File: src/include/srb_pkg.sv
package srb_pkg;
  // reading and trip level width
  localparam int LEVEL_W = 16;
  // register byte offsets
  localparam logic [7:0] OFS_CTRL   = 8'h00;
  localparam logic [7:0] OFS_LEVEL1 = 8'h04;
  localparam logic [7:0] OFS_LEVEL4 = 8'h10;
  localparam logic [7:0] OFS_STATUS = 8'h14;
  localparam logic [7:0] OFS_MENU   = 8'h18;
  // control register fields
  localparam int CTRL_TRI_BIT    = 0;
  localparam int CTRL_BAND_BIT   = 1;
  localparam int CTRL_BRIGHT_LSB = 8;
  localparam int BRIGHT_W        = 8;
  localparam logic [31:0] CTRL_RESET  = 32'h0000_ff01;
  localparam logic [15:0] LEVEL_RESET = 16'h0000;
  // status register fields
  localparam int STAT_RELAY_LSB = 0;
  localparam int STAT_HUE_LSB   = 4;
  localparam int STAT_MENU_LSB  = 8;
  localparam int STAT_LOCK_BIT  = 12;
  localparam int STAT_DIM_BIT   = 13;
  // menu register fields
  localparam int MENU_DIR_LSB = 0;
  localparam int MENU_HUE_LSB = 4;
  // trip direction codes, reset values of the menu settings
  localparam logic       DIR_BELOW = 1'b0;
  localparam logic       DIR_ABOVE = 1'b1;
  localparam logic [3:0] DIR_RESET = 4'hf;
  localparam logic [9:0] HUE_RESET = 10'h2a4;
  // last digit and last colour step of the menu
  localparam logic [2:0] DIR_LAST = 3'h3;
  localparam logic [2:0] HUE_LAST = 3'h4;
  // blink timing of flashing digits and prompts
  localparam int CLK_PERIOD_NS = 8;
  localparam int BLINK_HALF_MS = 250;
  localparam int BLINK_CYCLES  = BLINK_HALF_MS * 1000000 / CLK_PERIOD_NS;
  // bar colour codes
  typedef enum logic [1:0]
  {
    HUE_GREEN  = 2'h0,
    HUE_ORANGE = 2'h1,
    HUE_RED    = 2'h2
  } srb_hue_t;
  // menu states, one-hot
  typedef enum logic [2:0]
  {
    ST_IDLE = 3'b001,
    ST_DIR  = 3'b010,
    ST_HUE  = 3'b100
  } srb_menu_t;
  // front keys, one-cycle pulses
  typedef struct packed
  {
    logic up;
    logic down;
    logic advance;
    logic commit;
  } srb_keys_t;
  // tricolour bar drive
  typedef struct packed
  {
    logic green;
    logic orange;
    logic red;
  } srb_bar_t;
endpackage

File: src/core/srb_eval.sv
// comparisons of one reading against the four trip levels
module srb_eval #(
  parameter int W = 16
) (
  input  wire logic [W-1:0]      reading,
  input  wire logic [3:0][W-1:0] levels,
  input  wire logic [3:0]        dirs,
  input  wire logic [4:0][1:0]   hues,
  input  wire logic              band_on,
  input  wire logic              relay1_q,
  output logic [3:0]             next_relay,
  output logic [1:0]             next_hue
);
  logic [3:0]          above;    // reading exceeds level
  logic [3:0]          below;    // reading under level
  logic                found;    // some level exceeded
  logic signed [W-1:0] best;     // highest exceeded level
  logic [2:0]          pick;     // colour slot chosen

  // relay terms and colour zone search
  always_comb
  begin
    found = 1'b0;
    best  = '0;
    pick  = 3'h0;
    for (int i = 0; i < 4; i++)
    begin
      above[i] = $signed(reading) > $signed(levels[i]);
      below[i] = $signed(reading) < $signed(levels[i]);
      // above or below trip per direction
      next_relay[i] = (dirs[i] == srb_pkg::DIR_ABOVE) ? above[i]
                                                     : below[i]; // [RULE1] [RULE2]
      // equal levels: later index wins through >=
      if (above[i] && (!found || $signed(levels[i]) >= best)) // [RULE10] [RULE11]
      begin
        found = 1'b1;
        best  = $signed(levels[i]);
        pick  = 3'(i + 1);
      end
    end
    // band latch on first relay when second level is higher
    if (band_on && $signed(levels[1]) > $signed(levels[0])) // [RULE17]
    begin
      if (dirs[0] == srb_pkg::DIR_BELOW)
        next_relay[0] = below[0] | (relay1_q & below[1]);
      else
        next_relay[0] = above[1] | (relay1_q & above[0]);
    end
    // below every level: separate colour slot 0
    next_hue = hues[pick]; // [RULE9]
  end
endmodule

File: src/core/srb_top.sv
// Function
// [RULE1] above direction: relay on while reading exceeds
// [RULE2] below direction: relay on while reading below
// [RULE3] four direction digits, left is first
// [RULE4] up/down toggle digit; advance flashes next
// [RULE5] mono display: commit fourth digit, exit
// [RULE6] tricolour: commit fourth digit, enter colours
// [RULE7] bar lit in exactly one colour
// [RULE8] whole bar takes new zone colour
// [RULE9] below all levels uses below colour
// [RULE10] above a level uses its colour
// [RULE11] equal levels: highest numbered colour wins
// [RULE12] up/down cycle green, orange, red
// [RULE13] colour menu steps below, then first-fourth
// [RULE14] fourth colour accepted ends programming
// [RULE15] dim input halves programmed brightness
// [RULE16] lockout allows viewing, refuses changes
// [RULE17] band option latches first relay between levels
// [RULE18] relays and colour update per new reading
// [RULE19] menu settings take effect at final step
//
// The placing of the registers and the APB slave port are this design's own decisions.
module srb_top #(
  parameter int LEVEL_W      = srb_pkg::LEVEL_W,
  parameter int BLINK_CYCLES = srb_pkg::BLINK_CYCLES
) (
  input  wire logic                  clock,
  input  wire logic                  resetn,
  // apb slave
  input  wire logic                  psel,
  input  wire logic                  penable,
  input  wire logic                  pwrite,
  input  wire logic [7:0]            paddr,
  input  wire logic [31:0]           pwdata,
  output logic [31:0]                prdata,
  output logic                       pready,
  output logic                       pslverr,
  // converted reading
  input  wire logic [LEVEL_W-1:0]    reading,
  input  wire logic                  reading_valid,
  // front keys and menu entry
  input  wire srb_pkg::srb_keys_t    keys,
  input  wire logic                  menu_start,
  // rear contacts, low when tied to common
  input  wire logic                  dim_n,
  input  wire logic                  lock_n,
  // relays, annunciators, bar
  output logic [3:0]                 relay,
  output logic [3:0]                 lamp,
  output srb_pkg::srb_bar_t          bar,
  output logic [srb_pkg::BRIGHT_W-1:0] bright_level,
  // menu display
  output logic                       menu_active,
  output logic [3:0]                 dir_digits,
  output logic [3:0]                 digit_dp,
  output logic [3:0]                 digit_blank,
  output logic                       hue_prompt,
  output logic [2:0]                 hue_index,
  output logic [1:0]                 hue_value
);
  // elaboration checks
  if (LEVEL_W < 2 || LEVEL_W > 32)
    $error("LEVEL_W must lie in 2..32");
  if (BLINK_CYCLES < 2)
    $error("BLINK_CYCLES must be at least 2");

  localparam int CW = $clog2(BLINK_CYCLES);

  // next colour code, wrapping green-orange-red
  function automatic logic [1:0] hue_step(input logic [1:0] h,
                                          input logic       up);
    if (up)
      hue_step = (h == srb_pkg::HUE_RED) ? srb_pkg::HUE_GREEN
                                         : 2'(h + 2'h1);
    else
      hue_step = (h == srb_pkg::HUE_GREEN) ? srb_pkg::HUE_RED
                                           : 2'(h - 2'h1);
  endfunction

  logic [31:0]              ctrl;        // control register
  logic [3:0][LEVEL_W-1:0]  levels;      // trip levels
  logic [3:0]               dirs;        // active directions
  logic [4:0][1:0]          hues;        // active colours
  logic [3:0]               edit_dirs;   // directions in edit
  logic [4:0][1:0]          edit_hues;   // colours in edit
  srb_pkg::srb_menu_t       state;       // menu state
  logic [2:0]               idx;         // digit or colour step
  logic [CW-1:0]            blink_cnt;   // blink divider
  logic                     blink_phase; // on/off half of blink
  logic [1:0]               cur_hue;     // colour shown by bar

  // combinational menu results
  srb_pkg::srb_menu_t       next_state;
  logic [2:0]               next_idx;
  logic [3:0]               next_edit_dirs;
  logic [4:0][1:0]          next_edit_hues;
  logic                     apply;       // final step accepted

  // evaluation results
  logic [3:0]               next_relay;
  logic [1:0]               next_hue;

  // decode of rear contacts and control fields
  wire locked  = ~lock_n;
  wire dimmed  = ~dim_n;
  wire tri_on  = ctrl[srb_pkg::CTRL_TRI_BIT];
  wire band_on = ctrl[srb_pkg::CTRL_BAND_BIT];
  wire [srb_pkg::BRIGHT_W-1:0] bright =
    ctrl[srb_pkg::CTRL_BRIGHT_LSB +: srb_pkg::BRIGHT_W];
  wire can_edit = ~locked; // [RULE16]

  // apb address decode
  wire       aligned  = (paddr[1:0] == 2'h0);
  wire       hit_ctrl = aligned && (paddr == srb_pkg::OFS_CTRL);
  wire       hit_stat = aligned && (paddr == srb_pkg::OFS_STATUS);
  wire       hit_menu = aligned && (paddr == srb_pkg::OFS_MENU);
  wire       hit_lvl  = aligned && (paddr >= srb_pkg::OFS_LEVEL1) &&
                        (paddr <= srb_pkg::OFS_LEVEL4);
  wire [1:0] lvl_idx  = 2'((paddr - srb_pkg::OFS_LEVEL1) >> 2);
  wire       hit_any  = hit_ctrl | hit_stat | hit_menu | hit_lvl;
  wire       rd_only  = hit_stat | hit_menu;
  // writes refused when unmapped, read-only or locked
  wire       bad      = ~hit_any | (pwrite & (rd_only | locked)); // [RULE16]
  wire       setup    = psel & ~penable;
  wire       wr_ok    = psel & penable & pready & pwrite & ~pslverr;
  wire       wr_ctrl  = wr_ok & hit_ctrl;
  wire       wr_lvl   = wr_ok & hit_lvl;

  // status and menu words
  wire [31:0] stat_word =
    (32'(relay) << srb_pkg::STAT_RELAY_LSB) |
    (32'(cur_hue) << srb_pkg::STAT_HUE_LSB) |
    (32'(state) << srb_pkg::STAT_MENU_LSB) |
    (32'(locked) << srb_pkg::STAT_LOCK_BIT) |
    (32'(dimmed) << srb_pkg::STAT_DIM_BIT);
  wire [31:0] menu_word =
    (32'(dirs) << srb_pkg::MENU_DIR_LSB) |
    (32'(hues) << srb_pkg::MENU_HUE_LSB);

  // read data select, zero for unmapped
  wire [31:0] rd_mux =
    hit_ctrl ? ctrl :
    hit_lvl  ? 32'($unsigned(levels[lvl_idx])) :
    hit_stat ? stat_word :
    hit_menu ? menu_word : 32'h0000_0000;

  // apb answer: no wait state, data captured in setup
  always_ff @(posedge clock or negedge resetn)
  begin
    if (!resetn)
    begin
      pready  <= 1'b0;
      pslverr <= 1'b0;
      prdata  <= 32'h0000_0000;
    end
    else
    begin
      pready <= setup;
      if (setup)
      begin
        pslverr <= bad;
        prdata  <= pwrite ? 32'h0000_0000 : rd_mux;
      end
    end
  end

  // control register write
  always_ff @(posedge clock or negedge resetn)
  begin
    if (!resetn)
      ctrl <= srb_pkg::CTRL_RESET;
    else if (wr_ctrl)
      ctrl <= pwdata;
  end

  // trip level write
  always_ff @(posedge clock or negedge resetn)
  begin
    if (!resetn)
      levels <= {4{LEVEL_W'(srb_pkg::LEVEL_RESET)}};
    else if (wr_lvl)
      levels[lvl_idx] <= pwdata[LEVEL_W-1:0];
  end

  // blink divider, one-cycle wrap toggles phase
  wire blink_tick = (blink_cnt == CW'(BLINK_CYCLES - 1));
  always_ff @(posedge clock or negedge resetn)
  begin
    if (!resetn)
    begin
      blink_cnt   <= '0;
      blink_phase <= 1'b0;
    end
    else if (blink_tick)
    begin
      blink_cnt   <= '0;
      blink_phase <= ~blink_phase;
    end
    else
      blink_cnt <= CW'(blink_cnt + 1'b1);
  end

  // menu sequencing, one key taken per cycle
  always_comb
  begin
    next_state     = state;
    next_idx       = idx;
    next_edit_dirs = edit_dirs;
    next_edit_hues = edit_hues;
    apply          = 1'b0;
    unique case (state)
      srb_pkg::ST_IDLE:
        // edit copies start from the active settings
        if (menu_start)
        begin
          next_state     = srb_pkg::ST_DIR;
          next_idx       = 3'h0;
          next_edit_dirs = dirs;
          next_edit_hues = hues;
        end
      srb_pkg::ST_DIR:
        if (keys.commit && idx == srb_pkg::DIR_LAST)
        begin
          if (tri_on)
          begin
            // colour menu from the below-all slot
            next_state = srb_pkg::ST_HUE; // [RULE6]
            next_idx   = 3'h0;
          end
          else
          begin
            // mono display leaves programming
            next_state = srb_pkg::ST_IDLE; // [RULE5]
            apply      = 1'b1;
          end
        end
        else if (keys.advance && idx != srb_pkg::DIR_LAST)
          next_idx = 3'(idx + 3'h1); // [RULE4]
        else if (can_edit && (keys.up || keys.down))
          next_edit_dirs[idx[1:0]] = ~edit_dirs[idx[1:0]]; // [RULE4]
      srb_pkg::ST_HUE:
        if (keys.advance || keys.commit)
        begin
          if (idx == srb_pkg::HUE_LAST)
          begin
            // fourth colour accepted
            next_state = srb_pkg::ST_IDLE; // [RULE14]
            apply      = 1'b1;
          end
          else
            next_idx = 3'(idx + 3'h1); // [RULE13]
        end
        else if (can_edit && (keys.up || keys.down))
          next_edit_hues[idx] = hue_step(edit_hues[idx], keys.up); // [RULE12]
    endcase
  end

  // menu registers
  always_ff @(posedge clock or negedge resetn)
  begin
    if (!resetn)
    begin
      state     <= srb_pkg::ST_IDLE;
      idx       <= 3'h0;
      edit_dirs <= srb_pkg::DIR_RESET;
      edit_hues <= srb_pkg::HUE_RESET;
    end
    else
    begin
      state     <= next_state;
      idx       <= next_idx;
      edit_dirs <= next_edit_dirs;
      edit_hues <= next_edit_hues;
    end
  end

  // active settings change only at the final step
  always_ff @(posedge clock or negedge resetn)
  begin
    if (!resetn)
    begin
      dirs <= srb_pkg::DIR_RESET;
      hues <= srb_pkg::HUE_RESET;
    end
    else if (apply && can_edit) // [RULE19] [RULE16]
    begin
      dirs <= edit_dirs;
      hues <= edit_hues;
    end
  end

  // comparisons against the active settings
  srb_eval #(
    .W (LEVEL_W)
  ) u_eval (
    .reading    (reading),
    .levels     (levels),
    .dirs       (dirs),
    .hues       (hues),
    .band_on    (band_on),
    .relay1_q   (relay[0]),
    .next_relay (next_relay),
    .next_hue   (next_hue)
  );

  // relays, lamps and colour updated together per reading
  always_ff @(posedge clock or negedge resetn)
  begin
    if (!resetn)
    begin
      relay   <= 4'h0;
      lamp    <= 4'h0;
      cur_hue <= srb_pkg::HUE_GREEN;
      bar     <= '{green: 1'b1, orange: 1'b0, red: 1'b0};
    end
    else if (reading_valid) // [RULE18]
    begin
      relay   <= next_relay;
      lamp    <= next_relay;
      cur_hue <= next_hue;
      // one colour only, whole bar switches at once
      bar.green  <= (next_hue == srb_pkg::HUE_GREEN); // [RULE7] [RULE8]
      bar.orange <= (next_hue == srb_pkg::HUE_ORANGE); // [RULE7]
      bar.red    <= (next_hue == srb_pkg::HUE_RED); // [RULE7]
    end
  end

  // editing digit as one-hot
  wire [3:0] dir_sel = (state == srb_pkg::ST_DIR) ? 4'(4'h1 << idx[1:0])
                                                   : 4'h0;

  // display drive, registered
  always_ff @(posedge clock or negedge resetn)
  begin
    if (!resetn)
    begin
      bright_level <= '0;
      menu_active  <= 1'b0;
      dir_digits   <= 4'h0;
      digit_dp     <= 4'h0;
      digit_blank  <= 4'h0;
      hue_prompt   <= 1'b0;
      hue_index    <= 3'h0;
      hue_value    <= 2'h0;
    end
    else
    begin
      // half brightness while dim contact is closed
      bright_level <= dimmed ? (bright >> 1) : bright; // [RULE15]
      menu_active  <= (state != srb_pkg::ST_IDLE);
      // digit order left to right, first to fourth
      dir_digits   <= (state == srb_pkg::ST_DIR) ? edit_dirs : dirs; // [RULE3]
      // edited digit flashes with its point lit
      digit_dp     <= dir_sel; // [RULE4]
      digit_blank  <= dir_sel & {4{blink_phase}}; // [RULE4]
      // prompt alternates with the prior value
      hue_prompt   <= (state == srb_pkg::ST_HUE) & blink_phase; // [RULE13]
      hue_index    <= idx;
      hue_value    <= edit_hues[idx];
    end
  end
endmodule

File: config.mk
export PLATFORM = sky130hd
export DESIGN_NAME = srb_top
export DESIGN_NICKNAME = d
export VERILOG_FILES = /design/src/include/srb_pkg.sv /design/src/core/srb_eval.sv /design/src/core/srb_top.sv
export SDC_FILE = /design/constraint.sdc
export NUM_CORES = 1
export LEC_CHECK = 0
export ABC_AREA = 0
export BUFFER_PORTS_ARGS = -buffer_cell sky130_fd_sc_hd__buf_4
export CORE_UTILIZATION = 50
export DETAILED_ROUTE_END_ITERATION = 10
export GPL_TIMING_DRIVEN = 0
export PLACE_DENSITY_LB_ADDON = 0.12
export SLEW_MARGIN = 10
export SYNTH_ARGS = -nofsm -noshare
export SYNTH_HDL_FRONTEND = slang
export SYNTH_SLANG_ARGS = --single-unit
File: constraint.sdc
create_clock -name clock -period 8.8 [get_ports clock]
set_clock_uncertainty 0.1 [all_clocks]
set_input_delay 0.88 -clock clock [delete_from_list [all_inputs] [get_ports clock]]
set_output_delay 0.88 -clock clock [all_outputs]
set_load 0.02 [all_outputs]
### Word level (Yosys, flattened, before mapping)

Index checks and enable logic that the tools add are counted.

| word-level totals | value |
|---|---|
| register bits | 226 |
| logic and storage cells | 230 |
| output and inout port bits | 72 |
| input port bits | 69 |

| operators by class | value |
|---|---|
| multiplexer cells | 75 |
| shift-type cells | 1 |
| $add $sub $neg | 5 |
| order comparisons | 21 |
| reduce and logical (&&, ||, !) cells | 34 |
| bitwise logic cells | 32 |
| eq/ne operators | 25 |

Operator list:

| kind | count |
|---|---|
| $mux 16 | 6 |
| $gt 16x16->1 | 5 |
| $bwmux 64 | 1 |
| $lt 16x16->1 | 4 |
| $mux 32 | 2 |
| $ge 16x16->1 | 3 |
| $mux 3 | 14 |
| $bmux 16 s2 | 1 |
| $demux 16 s2 | 1 |
| $mux 10 | 3 |
| $mux 14 | 2 |
| $add 25x1->25 const B | 1 |
| $eq 25x25->1 const B | 1 |
| $mux 25 | 1 |
| $mux 4 | 6 |
| $ne 2x2->1 const B | 10 |
| $pmux 10 s2 | 1 |
| $mux 2 | 9 |
| $pmux 3 s3 | 2 |
| $eq 8x5->1 const B | 2 |
| $logic_and 1x1->1 | 16 |
| $mux 1 | 16 |
| $or 13x14->14 | 1 |
| $or 4x14->14 | 1 |
| 42 further kinds | 84 |

### Longest topological paths before layout

| logic depth | value |
|---|---|
| word-level depth | 17 |
| gate-level depth with buffers | 42 |
| mapped depth without buffers | 37 |

### Hierarchy

From an unflattened synthesis, not the netlist that was laid out.

| unflattened totals | value |
|---|---|
| cells, all modules | 1286 |
| area, all modules | 14017.2 sq um |

Modules (own cells, without submodules):

| module | sequential area each (sq um) | cells an instance | area an instance (sq um) | instances |
|---|---|---|---|---|
| srb_top | 5689.2 | 790 | 10139.7 | 1 |
| srb_eval | 0.0 | 496 | 3877.5 | 1 |

### Worst setup path after synthesis

OpenSTA, ideal clock, no wires.

| path | value |
|---|---|
| kind | input-to-reg |
| start point | in reading[7] |
| end point | reg cur_hue[1] |
| stages on the path | 38 |
| data required time | 8.557 ns |
| data arrival time | 8.594 ns |
| path buffers | 5 |
| setup time | 0.143 ns |
| slack | -0.037 ns |
| path through | ha_1 -> a41oi_1 -> o21ai_0 -> a22oi_1 -> a31oi_2 -> nor3b_4 -> buf_6 -> buf_2 -> nand2_1 -> ha_1 -> a21oi_1 -> o21ai_0 -> a221o_1 -> a211oi_1 -> xnor2_1 -> a31o_2 -> buf_6 -> buf_6 -> (+2 left out) -> nand4_1 -> or4_1 -> o221ai_1 -> mux2i_1 -> o221ai_2 -> nand2_1 -> clkbuf_1 -> o21ai_0 -> ha_1 -> nor2b_1 -> o211ai_1 -> a21oi_1 -> o21ai_0 -> o211ai_1 -> mux2_2 -> o31a_1 -> o311ai_2 -> o21ai_0 |

| between the ends | value |
|---|---|
| longest elaborated chain between the ends | 16 |
| elaborated cells between the ends (all ways) | 28 |
| classes of those cells | order compare: 7; mux: 12; reduce/logical: 9 |

Ends and longest elaborated chain:

| item | RTL line | RTL |
|---|---|---|
| start, declared | srb_top.sv:39 | `input wire logic [LEVEL_W-1:0] reading,` |
| $gt 16x16->1 | srb_eval.sv:28 | `above[i] = $signed(reading) > $signed(levels[i]);` |
| $mux 16 or $mux 1 (tied branches) | srb_eval.sv:34 | `if (above[i] && (!found \|\| $signed(levels[i]) >= best))` |
| $ge 16x16->1 or $logic_not 1->1 (tied branches) | srb_eval.sv:34 |  |
| $logic_or 1x1->1 | srb_eval.sv:34 |  |
| $logic_and 1x1->1 | srb_eval.sv:34 |  |
| $mux 16 or $mux 1 (tied branches) | srb_eval.sv:34 |  |
| $ge 16x16->1 or $logic_not 1->1 (tied branches) | srb_eval.sv:34 |  |
| $logic_or 1x1->1 | srb_eval.sv:34 |  |
| $logic_and 1x1->1 | srb_eval.sv:34 |  |
| $mux 16 or $mux 1 (tied branches) | srb_eval.sv:34 |  |
| $ge 16x16->1 or $logic_not 1->1 (tied branches) | srb_eval.sv:34 |  |
| $logic_or 1x1->1 | srb_eval.sv:34 |  |
| $logic_and 1x1->1 | srb_eval.sv:34 |  |
| $mux 3 (*) | srb_eval.sv:34 |  |
| $bmux 2 s3 (*) | srb_eval.sv:50 | `next_hue = hues[pick];` |
| $mux 2 (not written as such) (*) | srb_eval.sv:50 |  |
| end signal, assigned | srb_top.sv:313 | `cur_hue <= srb_pkg::HUE_GREEN;` |
| end signal, assigned | srb_top.sv:320 | `cur_hue <= next_hue;` |
| end, declared | srb_top.sv:90 | `logic [1:0] cur_hue;` |

Mark *: on every way between the ends. The rest lies on a longest branch, timed or not. The select of a mux whose other input is x is not followed.
A chain may end at the register's enable or synchronous reset.

### Final worst setup path

| path | value |
|---|---|
| start point | reg levels[8] in the netlist's numbering |
| end point | reg bar[1] in the netlist's numbering |

| between the ends | value |
|---|---|
| longest elaborated chain between the ends | 17 |
| elaborated cells between the ends (all ways) | 26 |
| classes of those cells | order compare: 4; eq/ne: 1; mux: 12; reduce/logical: 9 |

Ends and longest elaborated chain:

| item | RTL line | RTL |
|---|---|---|
| start, declared | srb_top.sv:81 | `logic [3:0][LEVEL_W-1:0] levels;` |
| start signal, assigned | srb_top.sv:180 | `levels <= {4{LEVEL_W'(srb_pkg::LEVEL_RESET)}};` |
| start signal, assigned by index | srb_top.sv:182 | `levels[lvl_idx] <= pwdata[LEVEL_W-1:0];` |
| $gt 16x16->1 | srb_eval.sv:28 |  |
| $mux 16 or $mux 1 (tied branches) | srb_eval.sv:34 |  |
| $ge 16x16->1 or $logic_not 1->1 (tied branches) | srb_eval.sv:34 |  |
| $logic_or 1x1->1 | srb_eval.sv:34 |  |
| $logic_and 1x1->1 | srb_eval.sv:34 |  |
| $mux 16 or $mux 1 (tied branches) | srb_eval.sv:34 |  |
| $ge 16x16->1 or $logic_not 1->1 (tied branches) | srb_eval.sv:34 |  |
| $logic_or 1x1->1 | srb_eval.sv:34 |  |
| $logic_and 1x1->1 | srb_eval.sv:34 |  |
| $mux 16 or $mux 1 (tied branches) | srb_eval.sv:34 |  |
| $ge 16x16->1 or $logic_not 1->1 (tied branches) | srb_eval.sv:34 |  |
| $logic_or 1x1->1 | srb_eval.sv:34 |  |
| $logic_and 1x1->1 | srb_eval.sv:34 |  |
| $mux 3 (*) | srb_eval.sv:34 |  |
| $bmux 2 s3 (*) | srb_eval.sv:50 |  |
| $mux 2 (not written as such) (*) | srb_eval.sv:50 |  |
| $eq 2x1->1 (*) | srb_top.sv:323 | `bar.orange <= (next_hue == srb_pkg::HUE_ORANGE);` |
| end signal, assigned | srb_top.sv:314 | `bar <= '{green: 1'b1, orange: 1'b0, red: 1'b0};` |
| end, declared | srb_top.sv:50 | `output srb_pkg::srb_bar_t bar,` |

Marks and branches as above.

==> run metrics <==
overflow left after global routing 0; vias in the first global route 10700; asr flop ratio synth 100%; cell area after synthesis 13800 um2; row cnt 60; post-route design area 17000 um2; WL final 39900 um; Sequential cell area 5690 um2; # diodes 0; final worst setup slack -0.0408 ns; f_max 113 MHz; Pint 2.05 mW; DR vias/cell 5.93; Pins Over Slew Limit 0; outcome finished, violations left; failing checks setup timing; initial antenna violation count 0; CTS clk-pin slew, worst paths 0.06 ns; final hold vios 0; Layout Nets 1730; Synth top area share 36.2%; synthesized area per cell 10.5 um2; Hold WC Path Type in -> async; CTS Buffer Depth 3; max incr delay on CP 0.49 ns; R2R cell count 39; Placed Area 15300 um2; sw power 0.816 mW; Routed wire per std cell 21.3 um; final core occ 63.1%; Die Width 168 um; Worst setup EP type flop; synth warn 0; clock sinks 226; Initial Util 51.1%; EDFF count, synth 0; part of the cycle the worst path needs 100%; dominant cells by area after synthesis dfrtp_1 (36%), ha_1 (13%), mux2_2 (11%); DRC Markers 0; Max Cap Viol 0; # fillers 2190; Multi-input gate area 7870 um2; RSZ-0062 raised after global routing yes; Most used DFF post-synth dfrtp_1; sw frac 28.5%; Post-Syn Nets 1525; VDD IR-drop max 126 uV; part of the power in registers 40.5%; # IOs 141; power density over the cells 168 nW/um2; Worst Path Required 9.18 ns; slew at the pin closest to its max-slew limit 1.17 ns; worst hold slack 0.126 ns; Netlist cell types 76; first drt pass iteration count 5; Inst Count DP 1794; dpl hpwl 29600 um; global placement routability congestion 0.961; Finished Layout Cells 1877; static leakage 8.02 nW; critical path data arrival time 9.22 ns; Initial DRC Count 914; worst skew pair latency 0.55 ns; # port buffers 139; Comb pwr share 19.4%; largest net degree at the start of global routing 112; H-Tree Depth 1; CTS root buf clkbuf_16; Via Count 11100; cell count after synthesis 1312; commonest non-fill, non-tap cell in the layout dfrtp_1; most frequent cells in the layout dfrtp_1 (195), buf_4 (178), ha_1 (129); final setup violation count 3; Layout area overhead 23.6%; FF-to-FF End bar[1]; critical path class reg -> reg; Max FO, Critical Path 8; FF+latch count, synth 226; Num CTS Buffers 25; share of layout cells above drive strength 1 32.4%; Seq/Total Area, Yosys 41.3%; TritonCTS clock tree yes; pre-CTS setup slack -2.11 ns; CORE AREA 27000 um2; leading area contributor after synthesis dfrtp_1; Critical path origin levels[8]; Slew HR 21.7%; global-route wire length before repair 60700 um; Die Ht 168 um; total power 2.86 mW; Setup TNS -0.0714 ns; min Tclk post-route 8.84 ns; worst r2r src levels[8]; Worst setup SP type flop; clock network power share 40.1%; global router's overall resource usage 27.9%; R2R Setup Slk -0.04 ns; DIE AREA 28200 um2; Post-CTS Hold Buffers 0; Final ANT Viol Nets 0; Crit-path slowest cell or4_4
## sequential cells by signal, indices dropped and copies added (netlist names), 8 cells and up
register / cells
blink_cnt: 25
prdata: 32
ctrl: 32
bright_level: 8
levels: 64
hues: 10
edit_hues: 10
## synthesized netlist by cell type, drive strengths merged, types with 27 or more instances
master and instances:
dfrtp 199, ha 144, mux2 135, nand2 120
inv 92, o21ai 83, a21oi 72, nor2 70
nand4 31, clkbuf 30, nand3 28, dfstp 27
## worst max-delay path: cells and delay by family, from the launching register on
kind                       cells  cell delay (ns)
xor gates and xnor gates       1             0.22
buffers and inverters          7             1.03
muxes                          3             0.97
and+or+nand+nor               11             2.26
AOI/OAI and AO/OA             13             2.63
DFF                            1             0.40
adders and majority gates      4             1.10
## power groups by stage
stage	clock (mW)	combinational, mW	sequential (mW)
2_1_floorplan	0	0.284	1.19
3_3_place_gp	0	0.501	1.18
3_5_place_dp	0	0.512	1.18
4_1_cts	1.16	0.525	1.16
5_1_grt	1.21	0.606	1.17
6_report	1.15	0.555	1.16
## cells by family (layout without fill, tap and decap cells)
logic type / after synthesis / after routing / synth area share, %
AO/OA/AOI/OAI: 278 / 278 / 13.1
AND/OR/NAND/NOR: 331 / 331 / 11.9
adder cells (fa/ha/maj): 144 / 144 / 13.1
buffers and inverters: 145 / 369 / 4.44
XOR/XNOR: 25 / 25 / 1.59
flip-flops: 226 / 226 / 41.3
multiplexers: 163 / 163 / 14.6
## worst max path at each step
| stage | endpoint | cells past startpoint | slack [ns] |
|---|---|---|---|
| floorplan | cur_hue[1] | 37 | 0.01 |
| global placement | cur_hue[1] | 37 | -2.08 |
| detailed placement | bar[1] | 37 | -2.11 |
| CTS | bar[0] | 38 | 0.005 |
| global route | bar[1] | 39 | -0.33 |
| finish | bar[1] | 39 | -0.04 |
## layout make-up
class	instances	share of cell area (%)
multi-input cells	941	46.3
flip-flops and latches	226	33.5
repair buffers	179	8.60
clock buffers	37	4.36
well taps	341	2.51
inverters	92	2.03
plain buffers	52	1.80
clock inverters	9	0.942
## routing by layer
metal	part of all wire [%]	global-route usage, %
met3	6.5	4.56
met4	3.2	9.05
met1	46	40.0
met5	0	0
met2	45	43.1
## repair_timing
action                     CTS  global route
setup buffers                9            27
pin swaps                   10            39
gates cloned                 0             2
resized for setup           30            73
setup endpoints to repair    5             5
No activity file was read; power rests on OpenSTA's default activity.
